### src/logic/omd_regs.vh
// register indices, field positions and reset values of the limit and mismatch detector
`ifndef OMD_REGS_VH
`define OMD_REGS_VH

// register indices on the parallel register port
`define OMD_ADDR_VOLTAGE_LIMIT 4'h0
`define OMD_ADDR_CURRENT_LIMIT 4'h1
`define OMD_ADDR_PHASE_CURRENT_TOTAL 4'h2
`define OMD_ADDR_MISMATCH_LIMIT 4'h3
`define OMD_ADDR_EVENT_FLAGS_FIRST 4'h4
`define OMD_ADDR_EVENT_FLAGS_SECOND 4'h5
`define OMD_ADDR_INTERRUPT_ENABLE_SECOND 4'h6
`define OMD_ADDR_PER_PHASE_FLAGS 4'h7
`define OMD_ADDR_CONFIG 4'h8
`define OMD_ADDR_NEUTRAL_RMS_RESULT 4'h9

// first event flag register
`define OMD_BIT_SAMPLE_READY 17

// second event flag and interrupt enable registers
`define OMD_BIT_EXCESS_CURRENT 17
`define OMD_BIT_HIGH_VOLTAGE 18
`define OMD_BIT_NEUTRAL_MISMATCH 20

// per-phase flag register, phase a in the low bit of each field
`define OMD_POS_HIGH_VOLTAGE_PHASE 9
`define OMD_POS_EXCESS_CURRENT_PHASE 3

// configuration register
`define OMD_BIT_NEUTRAL_RMS_SOURCE_SELECT 0

// limits and reset values
`define OMD_FULL_SCALE 24'h5a7540
`define OMD_RESET_VOLTAGE_LIMIT 24'h5a7540
`define OMD_RESET_CURRENT_LIMIT 24'h5a7540
`define OMD_RESET_MISMATCH_LIMIT 24'h000000

// averaging shift of the neutral rms estimate
`define OMD_RMS_SHIFT 8

`endif
### src/logic/omd_detect.v
// overvoltage, overcurrent and neutral mismatch detector with its register file
`timescale 1ns/1ps
`include "omd_regs.vh"

module omd_detect (
   input wire clk,
   input wire sys_rst,
   input wire sample_valid,
   input wire [23:0] phase_a_voltage_sample,
   input wire [23:0] phase_b_voltage_sample,
   input wire [23:0] phase_c_voltage_sample,
   input wire [23:0] phase_a_current_sample,
   input wire [23:0] phase_b_current_sample,
   input wire [23:0] phase_c_current_sample,
   input wire [23:0] neutral_current_sample,
   input wire [3:0] reg_addr,
   input wire reg_wr,
   input wire reg_rd,
   input wire [31:0] reg_wdata,
   output reg [31:0] reg_rdata,
   output reg interrupt_line_second_n
);

   function [23:0] abs24;
      input [23:0] x;
      begin
         abs24 = x[23] ? (~x + 24'h000001) : x;
      end
   endfunction

   function [27:0] abs28;
      input [27:0] x;
      begin
         abs28 = x[27] ? (~x + 28'h0000001) : x;
      end
   endfunction

   // limit test shared by voltage and current channels
   function over_limit;
      input [23:0] mag;
      input [23:0] limit;
      begin
         if (limit >= `OMD_FULL_SCALE) begin
            over_limit = 1'b0;
         end else if (limit == 24'h000000) begin
            over_limit = 1'b1;
         end else begin
            over_limit = (mag > limit);
         end
      end
   endfunction

   // shared index decode, so no register can miss the write qualifier
   function write_hit;
      input wr;
      input [3:0] addr;
      input [3:0] idx;
      begin
         write_hit = wr & (addr == idx);
      end
   endfunction

   reg [23:0] voltage_limit;
   reg [23:0] current_limit;
   reg [23:0] mismatch_limit;
   reg [27:0] phase_current_total;
   reg sample_ready_flag;
   reg high_voltage_flag;
   reg excess_current_flag;
   reg neutral_mismatch_flag;
   reg [2:0] high_voltage_phase_bits;
   reg [2:0] excess_current_phase_bits;
   reg en_high_voltage;
   reg en_excess_current;
   reg en_neutral_mismatch;
   reg neutral_rms_source_select;
   reg [35:0] rms_acc;

   wire [23:0] volt [0:2];
   wire [23:0] curr [0:2];
   wire [2:0] volt_hit;
   wire [2:0] curr_hit;

   assign volt[0] = phase_a_voltage_sample;
   assign volt[1] = phase_b_voltage_sample;
   assign volt[2] = phase_c_voltage_sample;
   assign curr[0] = phase_a_current_sample;
   assign curr[1] = phase_b_current_sample;
   assign curr[2] = phase_c_current_sample;

   genvar g;
   generate
      for (g = 0; g < 3; g = g + 1) begin : g_phase
         assign volt_hit[g] = sample_valid & over_limit(abs24(volt[g]), voltage_limit);
         assign curr_hit[g] = sample_valid & over_limit(abs24(curr[g]), current_limit);
      end
   endgenerate

   // sum of sign-extended phase currents
   wire [27:0] next_total;
   assign next_total = {{4{curr[0][23]}}, curr[0]} + {{4{curr[1][23]}}, curr[1]}
      + {{4{curr[2][23]}}, curr[2]};

   // mismatch compare on the fresh sum, not the stored one
   wire [27:0] total_mag;
   wire [27:0] neutral_mag;
   wire [27:0] diff_mag;
   wire [27:0] mismatch_limit_ext;
   wire mismatch_hit;
   assign total_mag = abs28(next_total);
   assign neutral_mag = {4'h0, abs24(neutral_current_sample)};
   assign diff_mag = (total_mag >= neutral_mag) ? (total_mag - neutral_mag)
      : (neutral_mag - total_mag);
   assign mismatch_limit_ext = {{4{mismatch_limit[23]}}, mismatch_limit};
   assign mismatch_hit = sample_valid & (mismatch_limit_ext[27]
      | (mismatch_limit_ext == 28'h0000000) | (diff_mag > mismatch_limit_ext));

   // write strobes; a clear and a new event in one cycle keep the event
   wire wr_voltage_limit;
   wire wr_current_limit;
   wire wr_mismatch_limit;
   wire wr_enable;
   wire wr_config;
   wire wr_first;
   wire wr_second;
   wire clr_ready;
   wire clr_high_voltage;
   wire clr_excess_current;
   wire clr_mismatch;
   assign wr_voltage_limit = write_hit(reg_wr, reg_addr, `OMD_ADDR_VOLTAGE_LIMIT);
   assign wr_current_limit = write_hit(reg_wr, reg_addr, `OMD_ADDR_CURRENT_LIMIT);
   assign wr_mismatch_limit = write_hit(reg_wr, reg_addr, `OMD_ADDR_MISMATCH_LIMIT);
   assign wr_enable = write_hit(reg_wr, reg_addr, `OMD_ADDR_INTERRUPT_ENABLE_SECOND);
   assign wr_config = write_hit(reg_wr, reg_addr, `OMD_ADDR_CONFIG);
   assign wr_first = write_hit(reg_wr, reg_addr, `OMD_ADDR_EVENT_FLAGS_FIRST);
   assign wr_second = write_hit(reg_wr, reg_addr, `OMD_ADDR_EVENT_FLAGS_SECOND);
   assign clr_ready = wr_first & reg_wdata[`OMD_BIT_SAMPLE_READY];
   assign clr_high_voltage = wr_second & reg_wdata[`OMD_BIT_HIGH_VOLTAGE];
   assign clr_excess_current = wr_second & reg_wdata[`OMD_BIT_EXCESS_CURRENT];
   assign clr_mismatch = wr_second & reg_wdata[`OMD_BIT_NEUTRAL_MISMATCH];

   reg next_high_voltage_flag;
   reg next_excess_current_flag;
   reg next_neutral_mismatch_flag;
   reg [2:0] next_high_voltage_phase_bits;
   reg [2:0] next_excess_current_phase_bits;
   reg next_en_high_voltage;
   reg next_en_excess_current;
   reg next_en_neutral_mismatch;

   always @* begin
      next_high_voltage_flag = (high_voltage_flag & ~clr_high_voltage) | (|volt_hit);
      next_high_voltage_phase_bits = (clr_high_voltage ? 3'h0 : high_voltage_phase_bits)
         | volt_hit;
      next_excess_current_flag = (excess_current_flag & ~clr_excess_current)
         | (|curr_hit);
      next_excess_current_phase_bits = (clr_excess_current ? 3'h0 : excess_current_phase_bits)
         | curr_hit;
      next_neutral_mismatch_flag = (neutral_mismatch_flag & ~clr_mismatch)
         | mismatch_hit;
      next_en_high_voltage = en_high_voltage;
      next_en_excess_current = en_excess_current;
      next_en_neutral_mismatch = en_neutral_mismatch;
      if (wr_enable) begin
         next_en_high_voltage = reg_wdata[`OMD_BIT_HIGH_VOLTAGE];
         next_en_excess_current = reg_wdata[`OMD_BIT_EXCESS_CURRENT];
         next_en_neutral_mismatch = reg_wdata[`OMD_BIT_NEUTRAL_MISMATCH];
      end
   end

   // neutral rms estimate: leaky average of the magnitude, a cheap stand-in for a true rms
   wire [35:0] rms_in;
   wire [35:0] next_rms_acc;
   assign rms_in = neutral_rms_source_select ? {8'h00, total_mag}
      : {8'h00, neutral_mag};
   assign next_rms_acc = rms_acc - (rms_acc >> `OMD_RMS_SHIFT) + rms_in;

   always @(posedge clk) begin
      if (sys_rst) begin
         voltage_limit <= `OMD_RESET_VOLTAGE_LIMIT;
         current_limit <= `OMD_RESET_CURRENT_LIMIT;
         mismatch_limit <= `OMD_RESET_MISMATCH_LIMIT;
         neutral_rms_source_select <= 1'b0;
         phase_current_total <= 28'h0000000;
         sample_ready_flag <= 1'b0;
         high_voltage_flag <= 1'b0;
         excess_current_flag <= 1'b0;
         neutral_mismatch_flag <= 1'b0;
         high_voltage_phase_bits <= 3'h0;
         excess_current_phase_bits <= 3'h0;
         en_high_voltage <= 1'b0;
         en_excess_current <= 1'b0;
         en_neutral_mismatch <= 1'b0;
         rms_acc <= 36'h000000000;
         interrupt_line_second_n <= 1'b1;
      end else begin
         if (wr_voltage_limit) begin
            voltage_limit <= reg_wdata[23:0];
         end
         if (wr_current_limit) begin
            current_limit <= reg_wdata[23:0];
         end
         // the host is expected to load a positive level after reset
         if (wr_mismatch_limit) begin
            mismatch_limit <= reg_wdata[23:0];
         end
         if (wr_config) begin
            neutral_rms_source_select <= reg_wdata[`OMD_BIT_NEUTRAL_RMS_SOURCE_SELECT];
         end
         if (sample_valid) begin
            phase_current_total <= next_total;
            rms_acc <= next_rms_acc;
         end
         sample_ready_flag <= (sample_ready_flag & ~clr_ready) | sample_valid;
         high_voltage_flag <= next_high_voltage_flag;
         excess_current_flag <= next_excess_current_flag;
         neutral_mismatch_flag <= next_neutral_mismatch_flag;
         high_voltage_phase_bits <= next_high_voltage_phase_bits;
         excess_current_phase_bits <= next_excess_current_phase_bits;
         en_high_voltage <= next_en_high_voltage;
         en_excess_current <= next_en_excess_current;
         en_neutral_mismatch <= next_en_neutral_mismatch;
         // follows the next flag values so the line moves with the flag
         interrupt_line_second_n <= ~((next_high_voltage_flag & next_en_high_voltage)
            | (next_excess_current_flag & next_en_excess_current)
            | (next_neutral_mismatch_flag & next_en_neutral_mismatch));
      end
   end

   // read data, one cycle after the read strobe; unmapped indices read zero
   reg [31:0] next_rdata;
   always @* begin
      next_rdata = 32'h00000000;
      case (reg_addr)
         `OMD_ADDR_VOLTAGE_LIMIT: begin
            next_rdata = {8'h00, voltage_limit};
         end
         `OMD_ADDR_CURRENT_LIMIT: begin
            next_rdata = {8'h00, current_limit};
         end
         `OMD_ADDR_PHASE_CURRENT_TOTAL: begin
            next_rdata = {4'h0, phase_current_total};
         end
         `OMD_ADDR_MISMATCH_LIMIT: begin
            next_rdata = {4'h0, mismatch_limit_ext};
         end
         `OMD_ADDR_EVENT_FLAGS_FIRST: begin
            next_rdata[`OMD_BIT_SAMPLE_READY] = sample_ready_flag;
         end
         `OMD_ADDR_EVENT_FLAGS_SECOND: begin
            next_rdata[`OMD_BIT_HIGH_VOLTAGE] = high_voltage_flag;
            next_rdata[`OMD_BIT_EXCESS_CURRENT] = excess_current_flag;
            next_rdata[`OMD_BIT_NEUTRAL_MISMATCH] = neutral_mismatch_flag;
         end
         `OMD_ADDR_INTERRUPT_ENABLE_SECOND: begin
            next_rdata[`OMD_BIT_HIGH_VOLTAGE] = en_high_voltage;
            next_rdata[`OMD_BIT_EXCESS_CURRENT] = en_excess_current;
            next_rdata[`OMD_BIT_NEUTRAL_MISMATCH] = en_neutral_mismatch;
         end
         `OMD_ADDR_PER_PHASE_FLAGS: begin
            next_rdata[`OMD_POS_HIGH_VOLTAGE_PHASE +: 3] = high_voltage_phase_bits;
            next_rdata[`OMD_POS_EXCESS_CURRENT_PHASE +: 3] = excess_current_phase_bits;
         end
         `OMD_ADDR_CONFIG: begin
            next_rdata[`OMD_BIT_NEUTRAL_RMS_SOURCE_SELECT] = neutral_rms_source_select;
         end
         `OMD_ADDR_NEUTRAL_RMS_RESULT: begin
            next_rdata = {8'h00, rms_acc[31:8]};
         end
         default: begin
            next_rdata = 32'h00000000;
         end
      endcase
   end

   always @(posedge clk) begin
      if (sys_rst) begin
         reg_rdata <= 32'h00000000;
      end else if (reg_rd) begin
         reg_rdata <= next_rdata;
      end
   end

endmodule

### config.mk
export PLATFORM = sky130hd
export DESIGN_NAME = omd_detect
export DESIGN_NICKNAME = d
export VERILOG_FILES = /design/src/logic/omd_detect.v
export VERILOG_INCLUDE_DIRS = /design/src /design/src/logic
export SDC_FILE = /design/constraint.sdc
export NUM_CORES = 1
export LEC_CHECK = 0
export ABC_AREA = 1
export BUFFER_PORTS_ARGS = -buffer_cell sky130_fd_sc_hd__buf_2
export CAP_MARGIN = 20
export CELL_PAD_IN_SITES_DETAIL_PLACEMENT = 1
export CELL_PAD_IN_SITES_GLOBAL_PLACEMENT = 1
export CORE_MARGIN = 2
export CORE_UTILIZATION = 40
export DETAILED_ROUTE_END_ITERATION = 8
export MAX_ROUTING_LAYER = met4
export PLACE_DENSITY_LB_ADDON = 0.1
export SETUP_SLACK_MARGIN = 0.15
export SLEW_MARGIN = 10
export SYNTH_ARGS = -nofsm -noshare
export SYNTH_HDL_FRONTEND = slang
export SYNTH_SLANG_ARGS = --single-unit
export TNS_END_PERCENT = 50
### constraint.sdc
create_clock -name clk -period 7.7 [get_ports clk]
set_input_delay 1.54 -clock clk [delete_from_list [all_inputs] [get_ports clk]]
set_output_delay 1.54 -clock clk [all_outputs]
set_load 0.05 [all_outputs]
==> results.tsv <==
metric	value	unit
status	complete, but fails checks	
violations	setup timing	
synthMuxAreaShare	0.131	%
final-hold-violation-count	0	
syn_avg_cell_area	6.59	µm²
postSynthCellCount	3466	
synth.most_common_cell	nand2_1	
async_flop_share	0	%
wl_per_cell	21.9	µm
tightest_slew	927	ps
routed-via-count	26677	
row_count	87	
yosys.area.top_type	ha_1	
synth_fa_ha_area_share	20.6	%
max_freq	130	MHz
synth_top_area_share	15.8	%
cp_common_cell	nand2_1	
critical_path.endpoint_type	flip-flop	
synth_top_family_by_area	simple AND/OR/NAND/NOR gates	
finalClockSkew	24.4	ps
antenna_found_initial	5	
pin_count	242	
crit_slowest_cell	fa_1	
core_area	56400	µm²
fillers	7570	
drive_above_1_share	23.4	%
path_class	in -> reg	
synth_commonest_cells	nand2_1 (659), inv_1 (512), a21oi_1 (358), o21ai_0 (303), ha_1 (289)	
setup_slack	-21.4	ps
antenna_left	0	
slew-limit-headroom	37.6	%
io_buffers	229	
tns	-21.4	ps
ff_latch_area	3500	µm²
crit_path_start_kind	input pin	
maxCapViolations	0	
synth_area_leaders	ha_1 (16%), dfxtp_1 (15%), nand2_1 (11%), inv_1 (8.4%), a21oi_1 (7.8%)	
dp_slack	-808	ps
insertion_delay	510	ps
rsz0062_at_grt	true	
grt_usage	35.7	%
die-area	59000	µm²
p_leak	0.0146	µW
grt_pass1_vias	27684	
grt_pass1_wl	158000	µm
min_period_over_period	100	%
drcViolationCount	0	
initial_utilization	40.5	%
clock-sinks	175	
drt-pass1-iter-count	5	
required	8060	ps
cp.arrival	8080	ps
synth-main-ff-cell	dfxtp_1	
synth_edf_count	0	
powerDensity	401	nW/µm²
grt.overflow.total	0	
vias_per_cell	5.51	
setup_viol	1	
hpwl	88400	µm
ir_drop	276	µV
worstPathMaxFanout	8	
synth-simple-area-share	23.8	%
final_nets	4624	
cts_tree	done	
synthDistinctLibCells	59	
clock_path_buffers	2	
synth_xor_xnor_area_share	9.01	%
areaGrowthSynthToFinish	28.5	%
drt-total-wl	106000	µm
hold_path.class	reg -> reg	
cts_root_buf	clkbuf_16	
period_minus_slack	7720	ps
seq_area_frac_synth	15.3	%
die_h	243	µm
ys_seq_elements	175	
clkTransAtPathRegs	80	ps
synth_area	22800	µm²
cts_max_level	4	
initialDrtViolationCount	1914	
cts_hold_buf	0	
grt_max_degree	87	
routabilityCongestion	1.01	
cts-buffers-inserted	17	
synth_compound_area_share	20.6	%
yosys_warnings	0	
slew_viol_final	0	
slowest_delay	520	ps
die_w	243	µm
multi_input_comb_area	17700	µm²
-- report_power, final --
| group | switching [µW] | internal (µW) | leakage [µW] |
|---|---|---|---|
| Combinational | 5560 | 4160 | 0.0129 |
| Clock | 462 | 435 | 0.000285 |
| Sequential | 120 | 1020 | 0.00143 |
-- metal layers --
layer	track usage (%)	share of wire [%]	vias up
met2	59.5	48	758
met3	3.75	4.8	185
met5	-	0	-
met1	44.5	44	13023
li1	-	-	12711
met4	13.5	3.9	0
-- per-stage QoR --
step	hold slack (ps)	area, µm²	std cells	util [%]	total power (µW)
after floorplan	444	22900	3470	-	6140
after global routing	508	29300	4844	52.0	12700
final	474	29300	4844	52.0	11800
after CTS	472	28600	4817	50.7	11200
after detailed placement	460	27700	4778	49.1	9970
after global placement	461	27700	4778	49.1	9630
-- worst max-delay path: cells and delay by family --
family                     cells  cell delay [ps]
AOI/OAI and AO/OA              7              840
and+or+nand+nor               25             2760
adders and majority gates      5             1680
buffers and inverters          8              760
xor gates and xnor gates       2              450
-- layout by cell type, fill, tap and decap left out, types with 77 or more instances in the layout --
cell and count:
nor2_1 248, o21ai_0 284, xor2_1 135, buf_4 428, nand2_1 629, nand3_1 77
buf_2 228, dfxtp_1 175, a21oi_1 343, ha_1 272, inv_1 500
-- sequential cells by signal (all words and copies together), names as in the netlist --
register	cells
reg_rdata	26
en_high_voltage	1
excess_current_flag	1
high_voltage_flag	1
interrupt_line_second_n	1
en_neutral_mismatch	1
rms_acc	36
neutral_mismatch_flag	1
voltage_limit	24
neutral_rms_source_select	1
phase_current_total	26
high_voltage_phase_bits	3
sample_ready_flag	1
en_excess_current	1
excess_current_phase_bits	3
current_limit	24
mismatch_limit	24
-- layout make-up --
type | instances | area share (%)
diodes | 4 | 0.0341
clock buffers | 17 | 1.45
clock inverters | 15 | 0.571
inverters | 530 | 6.78
multi-input cells | 2675 | 60.4
flip-flops and latches | 175 | 11.9
well taps | 756 | 3.22
repair buffers | 672 | 15.6
-- kinds of logic after synthesis --
logic type	after synthesis
simple gates	1253
flops	175
buf+inv	620
fa+ha+maj	344
compound gates	843
mux	3
xor+xnor	226
other cells	2
-- timing repair --
item / CTS / global route
setup buffers: 6 / 21
gates resized for setup: 65 / 136
cloned: 1 / 0
setup endpoints to repair: 2 / 3
pin swaps: 14 / 76
-- path summary, 6_finish.rpt --
kind / from / end / slack (ps) / cells past startpoint
min reg2reg: excess_current_phase_bits[1]$_SDFF_PP0_ / excess_current_phase_bits[1]$_SDFF_PP0_ / 470 / 2
max reg2reg: neutral_rms_source_select$_SDFFE_PP0P_ / rms_acc[27]$_SDFFE_PP0P_ / 3110 / 17
min: excess_current_phase_bits[1]$_SDFF_PP0_ / excess_current_phase_bits[1]$_SDFF_PP0_ / 470 / 2
max: phase_b_current_sample[1] / interrupt_line_second_n$_SDFF_PP1_ / -20 / 47
No activity file was read; power rests on OpenSTA's default activity.
